**config.mk**
```make
export PLATFORM = sky130hd
export DESIGN_NAME = segment_panel_drive_control
export DESIGN_NICKNAME = d
export VERILOG_FILES = /design/src/hdl/panel_pkg.sv /design/src/hdl/segment_panel_drive_control.sv /design/src/hdl/display_memory.sv /design/src/hdl/frame_divider.sv
export VERILOG_INCLUDE_DIRS = /design/src /design/src/hdl
export SDC_FILE = /design/constraint.sdc
export NUM_CORES = 1
export LEC_CHECK = 0
export BUFFER_PORTS_ARGS = -buffer_cell sky130_fd_sc_hd__buf_2
export CAP_MARGIN = 20
export CORE_ASPECT_RATIO = 0.8
export CORE_MARGIN = 5
export CORE_UTILIZATION = 60
export DETAILED_ROUTE_END_ITERATION = 8
export HOLD_SLACK_MARGIN = 0.08
export PLACE_DENSITY_LB_ADDON = 0.25
export SYNTH_ARGS = -nofsm -noshare
export SYNTH_HDL_FRONTEND = slang
export SYNTH_SLANG_ARGS = --single-unit
```
**constraint.sdc**
```tcl
create_clock -name i_clk -period 9 [get_ports i_clk]
set_clock_uncertainty 0.2 [all_clocks]
set_input_delay 1.35 -clock i_clk [delete_from_list [all_inputs] [get_ports i_clk]]
set_output_delay 1.35 -clock i_clk [all_outputs]
set_load 0.02 [all_outputs]
```
**src/hdl/panel_map.svh**
```systemverilog
`ifndef PANEL_MAP_SVH
`define PANEL_MAP_SVH

// Display memory window, byte addresses.
`define MEM_BASE_ADDR   16'h53C0
`define MEM_LAST_ADDR   16'h53DF
`define MEM_DEPTH       32
`define MEM_CELL_BITS   4

// Drive duty codes.
`define DUTY_STATIC     3'h0
`define DUTY_HALF       3'h1
`define DUTY_THIRD      3'h2
`define DUTY_QUARTER    3'h3
`define DUTY_RESET      3'h3

// Display state codes.
`define DSTATE_OFF      2'h0
`define DSTATE_NORMAL   2'h1
`define DSTATE_ALL_ON   2'h2
`define DSTATE_ALL_OFF  2'h3
`define DSTATE_RESET    2'h0

// Reset values of the software controls held outside this block.
`define INVERT_N_RESET  1'b1
`define FRAME_DIV_RESET 2'h1
`define CLK_GATE_RESET  1'b0

// Frame length in base clock ticks: standard 4,8,12,16; third duty 6,9,12,15.
`define FRM_STD_STEP    5'h04
`define FRM_THIRD_BASE  5'h06

// Drive potential codes on a line: ground and the three bias levels.
`define LVL_VSS         2'h0
`define LVL_BIAS1       2'h1
`define LVL_BIAS2       2'h2
`define LVL_BIAS3       2'h3

`endif

```
**src/hdl/panel_pkg.sv**
```systemverilog
`default_nettype none

package panel_pkg;

  // Decoded display state, one-hot.
  typedef enum logic [3:0] {
    MODE_OFF     = 4'b0001,
    MODE_NORMAL  = 4'b0010,
    MODE_ALL_ON  = 4'b0100,
    MODE_ALL_OFF = 4'b1000
  } mode_t;

  // State of the display memory.
  typedef struct packed {
    logic [31:0][3:0] cells;
    logic [7:0]       rdata;
  } mem_state_t;

  // State of the frame divider.
  typedef struct packed {
    logic [4:0] cnt;
    logic [1:0] com;
    logic       phase;
  } div_state_t;

  // State of the drive controller.
  typedef struct packed {
    logic [2:0]        sync;
    logic              clk_lvl;
    logic              tick;
    logic [1:0]        disp_sel;
    logic [1:0]        saved_sel;
    logic              asleep;
    logic              bias_on;
    logic [3:0][1:0]   com_level;
    logic [31:0][1:0]  seg_level;
  } top_state_t;

endpackage : panel_pkg
`default_nettype wire

```
**src/hdl/segment_panel_drive_control.sv**
```systemverilog
// Summary of operation
// - Three-bit duty select: 3 quarter, 2 third, 1 half, 0 static; default 3.
// - All 32 segment lines are driven in every duty setting.
// - Fixed one-third bias with three drive potentials, no bias choice.
// - Thirty-two byte display memory at 0x53C0 to 0x53DF, byte per segment.
// - Memory bit 1 turns its segment on, bit 0 turns it off.
// - Memory low nibble readable and writable for read-modify-write of single bits; upper four bits read 0.
// - Low bits not mapped by the duty are plain storage, no panel effect.
// - Display state: 0 off, 1 normal, 2 all on, 3 all off.
// - Display off stops the supply and grounds all three bias pins.
// - All on and all off change only the waveform, never memory.
// - All on keeps dynamic commons; all off drives commons statically.
// - Reset clears the display state to off.
// - Sleep forces state off; waking restores the state held before sleep, or the one written while asleep.
// - Reverse bit 0 inverts every segment, 1 gives normal polarity.
// - Inversion acts only in the output path, never on memory.
// - Inversion ignored in all off; in all on it blanks everything.
// - Frame derived from base clock by duty-dependent 2-bit divider.
// - Clock gate bit, default stopped, feeds the base clock to the drive.
`timescale 1ns/1ps
`default_nettype none
`include "panel_map.svh"

module segment_panel_drive_control
  import panel_pkg::*;
(
  // Clock and reset.
  input  wire logic              i_clk,
  input  wire logic              i_rst,
  // Panel base clock from outside the domain.
  input  wire logic              i_panel_base_clock,
  // Drive control fields.
  input  wire logic              i_panel_clock_gate,
  input  wire logic [2:0]        i_drive_duty_select,
  input  wire logic [1:0]        i_frame_divide_select,
  input  wire logic              i_invert_display_n,
  // Display state field write and readback.
  input  wire logic              i_display_state_wr,
  input  wire logic [1:0]        i_display_state_select,
  output logic      [1:0]        o_display_state_select,
  // Sleep entry and exit pulses.
  input  wire logic              i_sleep_enter,
  input  wire logic              i_sleep_exit,
  // Display memory access.
  input  wire logic [15:0]       i_mem_addr,
  input  wire logic              i_mem_wr,
  input  wire logic [7:0]        i_mem_wdata,
  input  wire logic              i_mem_rd,
  output logic      [7:0]        o_mem_rdata,
  // Panel drive.
  output logic                   o_bias_enable,
  output logic      [3:0][1:0]   o_common_level,
  output logic      [31:0][1:0]  o_segment_level,
  output logic                   o_frame_phase
);

  ////////////////////////////////////////////////////////////////////////////
  // Decoding helpers.

  // Maps the two-bit state field to a one-hot mode.
  function automatic mode_t decode_mode(input logic [1:0] sel);
    mode_t m;
    m = MODE_OFF;
    case (sel)
      `DSTATE_NORMAL:  m = MODE_NORMAL;
      `DSTATE_ALL_ON:  m = MODE_ALL_ON;
      `DSTATE_ALL_OFF: m = MODE_ALL_OFF;
      default:         m = MODE_OFF;
    endcase
    return m;
  endfunction : decode_mode

  // Number of active commons per duty; reserved codes run as quarter duty.
  function automatic logic [2:0] com_count(input logic [2:0] duty);
    logic [2:0] n;
    n = 3'h4;
    case (duty)
      `DUTY_STATIC: n = 3'h1;
      `DUTY_HALF:   n = 3'h2;
      `DUTY_THIRD:  n = 3'h3;
      default:      n = 3'h4;
    endcase
    return n;
  endfunction : com_count

  // Base clock ticks per common slot: frame length divided by active commons.
  // Third duty needs a true divide by three; the other duties only shift.
  function automatic logic [4:0] slot_len(input logic [2:0] duty, input logic [1:0] fsel);
    logic [4:0] frame;
    logic [4:0] len;
    frame = (duty == `DUTY_THIRD) ?
            `FRM_THIRD_BASE + {2'h0, fsel, 1'b0} + {3'h0, fsel} :
            ({3'h0, fsel} + 5'h01) * `FRM_STD_STEP;
    len   = frame >> 2;
    case (duty)
      `DUTY_STATIC: len = frame;
      `DUTY_HALF:   len = frame >> 1;
      `DUTY_THIRD:  len = frame / 5'h03;
      default:      len = frame >> 2;
    endcase
    return len;
  endfunction : slot_len

  ////////////////////////////////////////////////////////////////////////////
  // Submodules.

  top_state_t       state_reg;
  top_state_t       state_next;
  logic [31:0][3:0] cells;
  logic [1:0]       com_idx;
  logic             phase;
  logic [2:0]       n_com;
  mode_t            mode;
  logic             lit;

  assign n_com = com_count(i_drive_duty_select);
  assign mode  = decode_mode(state_reg.disp_sel);

  // Memory is written only through its own port; the waveform path reads it.
  display_memory u_mem (
    .i_clk   (i_clk),
    .i_rst   (i_rst),
    .i_addr  (i_mem_addr),
    .i_wr    (i_mem_wr),
    .i_wdata (i_mem_wdata),
    .i_rd    (i_mem_rd),
    .o_rdata (o_mem_rdata),
    .o_cells (cells)
  );

  // Frame timing advances only on gated base clock ticks.
  frame_divider u_div (
    .i_clk       (i_clk),
    .i_rst       (i_rst),
    .i_tick      (state_reg.tick),
    .i_slot_len  (slot_len(i_drive_duty_select, i_frame_divide_select)),
    .i_com_count (n_com),
    .o_com_idx   (com_idx),
    .o_phase     (phase)
  );

  ////////////////////////////////////////////////////////////////////////////
  // Base clock edge detection and the display state register.

  always_comb begin
    state_next = state_reg;
    lit        = 1'b0;
    // Three stages; only the agreeing second and third stages count, so a
    // metastable first stage never reaches the edge logic.
    state_next.sync = {state_reg.sync[1:0], i_panel_base_clock};
    state_next.tick = 1'b0;
    if (state_reg.sync[1] == state_reg.sync[2]) begin
      state_next.clk_lvl = state_reg.sync[2];
      state_next.tick    = state_reg.sync[2] & ~state_reg.clk_lvl & i_panel_clock_gate;
    end

    // A write during sleep lands in the saved copy so wake-up shows it.
    if (i_display_state_wr) begin
      if (state_reg.asleep) begin
        state_next.saved_sel = i_display_state_select;
      end else begin
        state_next.disp_sel = i_display_state_select;
      end
    end
    // Sleep wins over a same-cycle write, which is saved for wake; while asleep a same-cycle wake wins.
    if (i_sleep_enter && !state_reg.asleep) begin
      state_next.saved_sel = i_display_state_wr ? i_display_state_select
                                                : state_reg.disp_sel;
      state_next.disp_sel  = `DSTATE_OFF;
      state_next.asleep    = 1'b1;
    end else if (i_sleep_exit && state_reg.asleep) begin
      state_next.disp_sel  = i_display_state_wr ? i_display_state_select
                                                : state_reg.saved_sel;
      state_next.asleep    = 1'b0;
    end

    //////////////////////////////////////////////////////////////////////////
    // Waveform: common selected V3/V0, unselected V1/V2; segment on V0/V3,
    // off V2/V1. Every line swings by one third except a lit crossing.
    state_next.bias_on = (mode != MODE_OFF);
    for (int c = 0; c < 4; c++) begin
      state_next.com_level[c] = `LVL_VSS;
    end
    for (int s = 0; s < 32; s++) begin
      state_next.seg_level[s] = `LVL_VSS;
    end
    unique case (mode)
      MODE_OFF: begin
        // Supply stopped, every line at ground.
        // Ground on every line leaves no voltage across any cell while dark.
        state_next.bias_on = 1'b0;
      end
      MODE_ALL_OFF: begin
        // Commons go static and segments copy them: no voltage anywhere,
        // and inversion has nothing to act on.
        for (int c = 0; c < 4; c++) begin
          state_next.com_level[c] = phase ? `LVL_BIAS3 : `LVL_VSS;
        end
        for (int s = 0; s < 32; s++) begin
          state_next.seg_level[s] = phase ? `LVL_BIAS3 : `LVL_VSS;
        end
      end
      MODE_NORMAL, MODE_ALL_ON: begin
        for (int c = 0; c < 4; c++) begin
          if (c == int'(com_idx)) begin
            state_next.com_level[c] = phase ? `LVL_BIAS3 : `LVL_VSS;
          end else begin
            state_next.com_level[c] = phase ? `LVL_BIAS1 : `LVL_BIAS2;
          end
        end
        for (int s = 0; s < 32; s++) begin
          lit = (mode == MODE_ALL_ON) ? 1'b1 : cells[s][com_idx];
          lit = lit ^ ~i_invert_display_n;
          if (lit) begin
            state_next.seg_level[s] = phase ? `LVL_VSS : `LVL_BIAS3;
          end else begin
            state_next.seg_level[s] = phase ? `LVL_BIAS2 : `LVL_BIAS1;
          end
        end
      end
    endcase
  end

  // Single register bank for all controller state.
  always_ff @(posedge i_clk) begin
    if (i_rst) begin
      state_reg          <= '0;
      state_reg.disp_sel <= `DSTATE_RESET;
    end else begin
      state_reg <= state_next;
    end
  end

  assign o_display_state_select = state_reg.disp_sel;
  assign o_bias_enable          = state_reg.bias_on;
  assign o_common_level         = state_reg.com_level;
  assign o_segment_level        = state_reg.seg_level;
  assign o_frame_phase          = phase;

  ////////////////////////////////////////////////////////////////////////////
  // Checks. Every level is registered, so each consequent looks one cycle after its cause
  // (the bias check after sleep two) and reads the cause's phase and slot through $past.

  reset_state_off_a: assert property (
    @(posedge i_clk)
    i_rst |=> (o_display_state_select == `DSTATE_OFF))
    else $error("display state not off after reset");

  sleep_forces_off_a: assert property (
    @(posedge i_clk) disable iff (i_rst)
    (i_sleep_enter && !state_reg.asleep) |=> (o_display_state_select == `DSTATE_OFF)
      ##1 (o_bias_enable == 1'b0))
    else $error("sleep did not force the display off");

  wake_restores_a: assert property (
    @(posedge i_clk) disable iff (i_rst)
    (i_sleep_exit && state_reg.asleep && !i_sleep_enter && !i_display_state_wr)
      |=> (o_display_state_select == $past(state_reg.saved_sel)))
    else $error("wake did not restore the saved display state");

  off_grounds_lines_a: assert property (
    @(posedge i_clk) disable iff (i_rst)
    (mode == MODE_OFF) |=> (!o_bias_enable && (o_common_level == '0)
      && (o_segment_level == '0)))
    else $error("display off left bias or lines driven");

  all_off_static_a: assert property (
    @(posedge i_clk) disable iff (i_rst)
    (mode == MODE_ALL_OFF) |=> (o_common_level == {4{o_common_level[0]}})
      && (o_segment_level == {32{o_common_level[0]}}))
    else $error("all off did not drive static blank lines");

  all_on_inverted_a: assert property (
    @(posedge i_clk) disable iff (i_rst)
    (mode == MODE_ALL_ON && !i_invert_display_n)
      |=> (o_segment_level == {32{$past(phase) ? `LVL_BIAS2 : `LVL_BIAS1}}))
    else $error("inverted all on did not blank the segments");

  normal_shows_bit_a: assert property (
    @(posedge i_clk) disable iff (i_rst)
    (mode == MODE_NORMAL && i_invert_display_n && cells[0][com_idx])
      |=> (o_segment_level[0] == ($past(phase) ? `LVL_VSS : `LVL_BIAS3)))
    else $error("set memory bit did not light its segment");

  normal_inverted_a: assert property (
    @(posedge i_clk) disable iff (i_rst)
    (mode == MODE_NORMAL && !i_invert_display_n && cells[0][com_idx])
      |=> (o_segment_level[0] == ($past(phase) ? `LVL_BIAS2 : `LVL_BIAS1)))
    else $error("inverted display lit a set memory bit");

  all_on_dynamic_a: assert property (
    @(posedge i_clk) disable iff (i_rst)
    (mode == MODE_ALL_ON) |=> ((o_common_level[$past(com_idx)]
      == ($past(phase) ? `LVL_BIAS3 : `LVL_VSS)) && (o_common_level[2'($past(com_idx) + 2'h1)]
      == ($past(phase) ? `LVL_BIAS1 : `LVL_BIAS2))))
    else $error("all on did not keep the commons multiplexed");

  bias_on_shown_a: assert property (
    @(posedge i_clk) disable iff (i_rst)
    (mode != MODE_OFF) |=> (o_bias_enable == 1'b1))
    else $error("bias supply off while a display mode is selected");

endmodule : segment_panel_drive_control
`default_nettype wire

```
**src/hdl/display_memory.sv**
```systemverilog
`timescale 1ns/1ps
`default_nettype none
`include "panel_map.svh"

module display_memory
  import panel_pkg::*;
(
  // Clock and reset.
  input  wire logic             i_clk,
  input  wire logic             i_rst,
  // Byte access port.
  input  wire logic [15:0]      i_addr,
  input  wire logic             i_wr,
  input  wire logic [7:0]       i_wdata,
  input  wire logic             i_rd,
  output logic      [7:0]       o_rdata,
  // Cell contents seen by the waveform logic.
  output logic      [31:0][3:0] o_cells
);

  mem_state_t state_reg;
  mem_state_t state_next;
  logic       hit;
  logic [4:0] idx;

  ////////////////////////////////////////////////////////////////////////////
  // Address decode: only the 32-byte window answers.
  assign hit = (i_addr >= `MEM_BASE_ADDR) && (i_addr <= `MEM_LAST_ADDR);
  assign idx = i_addr[4:0];

  // Reads return the stored low nibble; the upper bits do not exist.
  always_comb begin
    state_next = state_reg;
    if (i_wr && hit) begin
      state_next.cells[idx] = i_wdata[3:0];
    end
    if (i_rd) begin
      state_next.rdata = hit ? {4'h0, state_reg.cells[idx]} : 8'h00;
    end
  end

  always_ff @(posedge i_clk) begin
    if (i_rst) begin
      state_reg <= '0;
    end else begin
      state_reg <= state_next;
    end
  end

  assign o_rdata = state_reg.rdata;
  assign o_cells = state_reg.cells;

  ////////////////////////////////////////////////////////////////////////////
  mem_write_store_a: assert property (
    @(posedge i_clk) disable iff (i_rst)
    (i_wr && hit) |=> (state_reg.cells[$past(idx)] == $past(i_wdata[3:0])))
    else $error("display memory write was not stored");

  unmapped_read_zero_a: assert property (
    @(posedge i_clk) disable iff (i_rst)
    (i_rd && !hit) |=> (o_rdata == 8'h00))
    else $error("read outside the memory window did not return zero");

endmodule : display_memory
`default_nettype wire

```
**src/hdl/frame_divider.sv**
```systemverilog
`timescale 1ns/1ps
`default_nettype none
`include "panel_map.svh"

module frame_divider
  import panel_pkg::*;
(
  // Clock and reset.
  input  wire logic       i_clk,
  input  wire logic       i_rst,
  // Base clock tick and slot shape.
  input  wire logic       i_tick,
  input  wire logic [4:0] i_slot_len,
  input  wire logic [2:0] i_com_count,
  // Current common slot and frame polarity.
  output logic      [1:0] o_com_idx,
  output logic            o_phase
);

  div_state_t state_reg;
  div_state_t state_next;

  ////////////////////////////////////////////////////////////////////////////
  // Each common gets an equal slot; the polarity flips once per frame.
  // Compares use >= so a duty change mid-frame cannot run a counter past its end.
  always_comb begin
    state_next = state_reg;
    if (i_tick) begin
      if ({1'b0, state_reg.com} >= i_com_count) begin
        // A cut in duty left the slot past the last active common: restart
        // the frame at common 0 rather than drive a dead line for a slot.
        state_next.cnt = 5'h00;
        state_next.com = 2'h0;
      end else if (state_reg.cnt >= i_slot_len - 5'h01) begin
        state_next.cnt = 5'h00;
        if ({1'b0, state_reg.com} >= i_com_count - 3'h1) begin
          state_next.com   = 2'h0;
          state_next.phase = ~state_reg.phase;
        end else begin
          state_next.com = state_reg.com + 2'h1;
        end
      end else begin
        state_next.cnt = state_reg.cnt + 5'h01;
      end
    end
  end

  always_ff @(posedge i_clk) begin
    if (i_rst) begin
      state_reg <= '0;
    end else begin
      state_reg <= state_next;
    end
  end

  assign o_com_idx = state_reg.com;
  assign o_phase   = state_reg.phase;

  ////////////////////////////////////////////////////////////////////////////
  frozen_without_tick_a: assert property (
    @(posedge i_clk) disable iff (i_rst)
    !i_tick |=> ($stable(o_com_idx) && $stable(o_phase)))
    else $error("divider advanced without a base clock tick");

  slot_in_range_a: assert property (
    @(posedge i_clk) disable iff (i_rst)
    (i_tick && $stable(i_com_count)) |=> ({1'b0, o_com_idx} < $past(i_com_count)))
    else $error("common slot index beyond the active commons");

endmodule : frame_divider
`default_nettype wire

```
==> results.ini <==
[status]
outcome = finished, final reports clean

[synth]
synth_mux_area_share_pct = 16.0
synth_edf_count = 0
synth_adder_area_share_pct = 2.92
avgSynthCellArea_um2 = 8.91
seq_area_frac_synth_pct = 35.3
async_flop_share_pct = 0
synth_top_family_by_area = compound AO/OA/AOI/OAI gates
synth-seq-cells = 189
synthSimpleGateAreaFrac_pct = 15.3
yosys_warnings = 0
netlist_instances = 1202
synthXorXnorAreaFrac_pct = 3.19
synth_ff_type = dfxtp_1
synth.distinct_cells = 60
synth_area_um2 = 10700
synth_compound_area_share_pct = 16.9

[global_route]
grt_pass1_vias = 7759
grt_first_pass_wirelength_um = 41800
antenna_found_initial = 0
grt_overflow = 0
grt_max_degree = 101
grt_usage_pct = 24.9

[clock_network]
clk_pin_slew_ns = 0.07
cts-root-buf = clkbuf_16
cts_resized = 0
h-tree-depth = 4
cts.sinks = 189
ctsHoldBuffers = 0
cts_setup_buffers = 0
cts_tree = built
clockBufferDepth = 2
cts_made_buffers = 17
clkLatencyLatePin_ns = 0.44

[finish]
drive_above_1_share_pct = 19.9
multi_input_area_um2 = 5840
final_common_cell = dfxtp_1
seqCellArea_um2 = 3780
final_cell_mix = dfxtp_1 (188), nand2_1 (151), a21oi_1 (120)
largest_reg_flops = 128
diodes = 0
finalNonFillerCells = 1403
areaGrowthSynthToFinish_pct = 5.28
final_nets = 1232
nFillCells = 1443

[worst_setup_path]
critPathKind = in2reg
critPathArrivalTime_ns = 5.24
startpoint_type = input port
worst_setup_path_end_kind = flop
cp_max_fo = 10
reg2regPathDepth = 7
critPathCapture = u_div.o_phase
r2r_end = o_segment_level[45]
r2r-start = o_display_state_select[0]
reg2reg_slack_ns = 5.86
worstSetupStartpoint = i_frame_divide_select[0]
cp.required_ns = 9.13

[power_and_ir_drop]
switchingPower_w = 0.000440
leakage_nw = 4.39
p_per_area_nw_per_um2 = 164
combPwrFrac_pct = 9.3
clkPwrFrac_pct = 45.0
p_int_w = 0.00141
power_w = 0.00185
ir_drop_v = 0.000117
swShare_pct = 23.7
p_seq_share_pct = 45.7

[drt]
wl_per_cell_um = 18.3
drt_iter0_drc = 875
num_vias = 8596
ant_nets = 0
drc = 0
vias_per_cell = 6.13
dr.pass1.iters = 6
routed_wl_um = 25700

[timing]
final-setup-viol-count = 0
tightest_slew_ns = 1.06
max_slew_margin_pct = 29.6
fin_crit_ns = 5.11
fin_crit_sh_pct = 56.8
finalSetupTns_ns = 0
maxSlewViolCount = 0
hold_viol = 0
max_freq_mhz = 196
rsz0062_at_grt = false
whs_ns = 0.259

[flow_run]
max_cap_viol_count = 0

[floorplan]
core.rowCount = 43
io_pins = 125
dieArea_um2 = 20600
dieHeight_um = 130
die_w_um = 159
core_area_um2 = 17400
start_util_pct = 61.4

[placement]
numPortBuffers = 116
place.gp.congestion = 0.887
post-dp-hpwl_um = 16800
dp.cells = 1371

[worst_hold_path]
hp-class = reg2reg

[power groups by stage]
| stage | Sequential, W | Clock [W] | Combinational [W] |
|---|---|---|---|
| 2_1_floorplan | 0.000864 | 0 | 0.000139 |
| 3_3_place_gp | 0.000865 | 0 | 0.000165 |
| 6_report | 0.000846 | 0.000834 | 0.000172 |
| 5_1_grt | 0.000846 | 0.000879 | 0.000190 |
| 3_5_place_dp | 0.000865 | 0 | 0.000167 |
| 4_1_cts | 0.000846 | 0.000845 | 0.000168 |
[logic make-up (layout without fill, tap and decap cells)]
kind of cell,count (synthesis),in the layout
adder cells (fa/ha/maj),25,25
other,1,4
AND/OR/NAND/NOR,349,349
buffers and inverters,197,170
AO/OA/AOI/OAI,311,311
XOR/XNOR,39,39
multiplexers,91,91
flip-flops,189,189
[cell type report]
type                            instances  share of cell area, %
Clock buffer                           20                   4.14
Tap cell                              225                   2.50
Multi-Input combinational cell        819                   51.7
Clock inverter                         11                   1.68
Sequential cell                       189                   33.6
Timing Repair Buffer                  124                   5.88
Inverter                               15                  0.499
[worst min path at each step]
stage	cells after the start	slack, ns	startpoint	endpoint
final	1	0.26	state_next[81]	state_next[82]
after global routing	1	0.27	state_next[81]	state_next[82]
after CTS	1	0.27	state_next[81]	state_next[82]
after detailed placement	1	0.23	state_next[81]	state_next[82]
after global placement	1	0.22	state_next[81]	state_next[82]
after floorplan	1	0.21	state_next[81]	state_next[82]
[through the flow]
step           utilization, %  instance area, um2  setup WS, ns
3_5_place_dp             60.8               10600          3.47
6_report                 64.7               11300          3.89
5_1_grt                  64.7               11300          3.63
4_1_cts                  64.5               11200          3.91
2_1_floorplan               -               10700          3.95
3_3_place_gp             60.8               10600          3.47
[critical path, cell delays in order]
cell	delay, ns
buf_2	0.19
inv_1	0.13
ha_1	0.41
nor4b_1	0.39
ha_1	0.24
nor4b_1	0.23
a31oi_1	0.06
or3_1	0.32
nand3_1	0.10
and2_1	0.15
ha_1	0.23
ha_1	0.27
a21o_1	0.16
a21o_1	0.18
a31oi_1	0.42
nor4_1	0.12
mux2_2	0.28
[synth_stat cells, drive strengths merged (2+ instances only)]
cell type / number / area share, %
nor4b: 4 / 0.39
dfxtp: 189 / 35
or2: 3 / 0.18
a221oi: 2 / 0.16
nor2: 111 / 4.9
nand2b: 15 / 0.88
or3b: 2 / 0.19
or3: 4 / 0.23
a31oi: 3 / 0.18
mux2i: 25 / 2.3
inv: 15 / 0.53
nor3: 12 / 0.56
o21ai: 107 / 5.0
a21oi: 120 / 5.6
mux4: 64 / 13
and2: 3 / 0.18
o22ai: 14 / 0.82
nor4: 2 / 0.12
nand3b: 2 / 0.14
xor2: 4 / 0.33
o221ai: 3 / 0.25
a2bb2oi: 3 / 0.25
o311ai: 32 / 2.6
nand3: 15 / 0.70
and3: 5 / 0.29
nand4: 5 / 0.29
o211ai: 2 / 0.14
ha: 25 / 2.9
a21o: 9 / 0.63
xnor2: 35 / 2.9
nand2: 151 / 5.3
nor2b: 11 / 0.64
mux2: 2 / 0.21
buf: 117 / 7.5
clkbuf: 65 / 2.3
a22o: 4 / 0.33
o2bb2ai: 3 / 0.25
[routing by layer]
layer | vias up | global-route usage [%] | wire length, um
met1 | 4030 | 35.4 | 11200
met2 | 408 | 37.6 | 11400
met3 | 44 | 6.58 | 2620
li1 | 4114 | - | -
met4 | 0 | 7.37 | 467
met5 | - | 0 | 0
(Power assumes the default switching activity.)
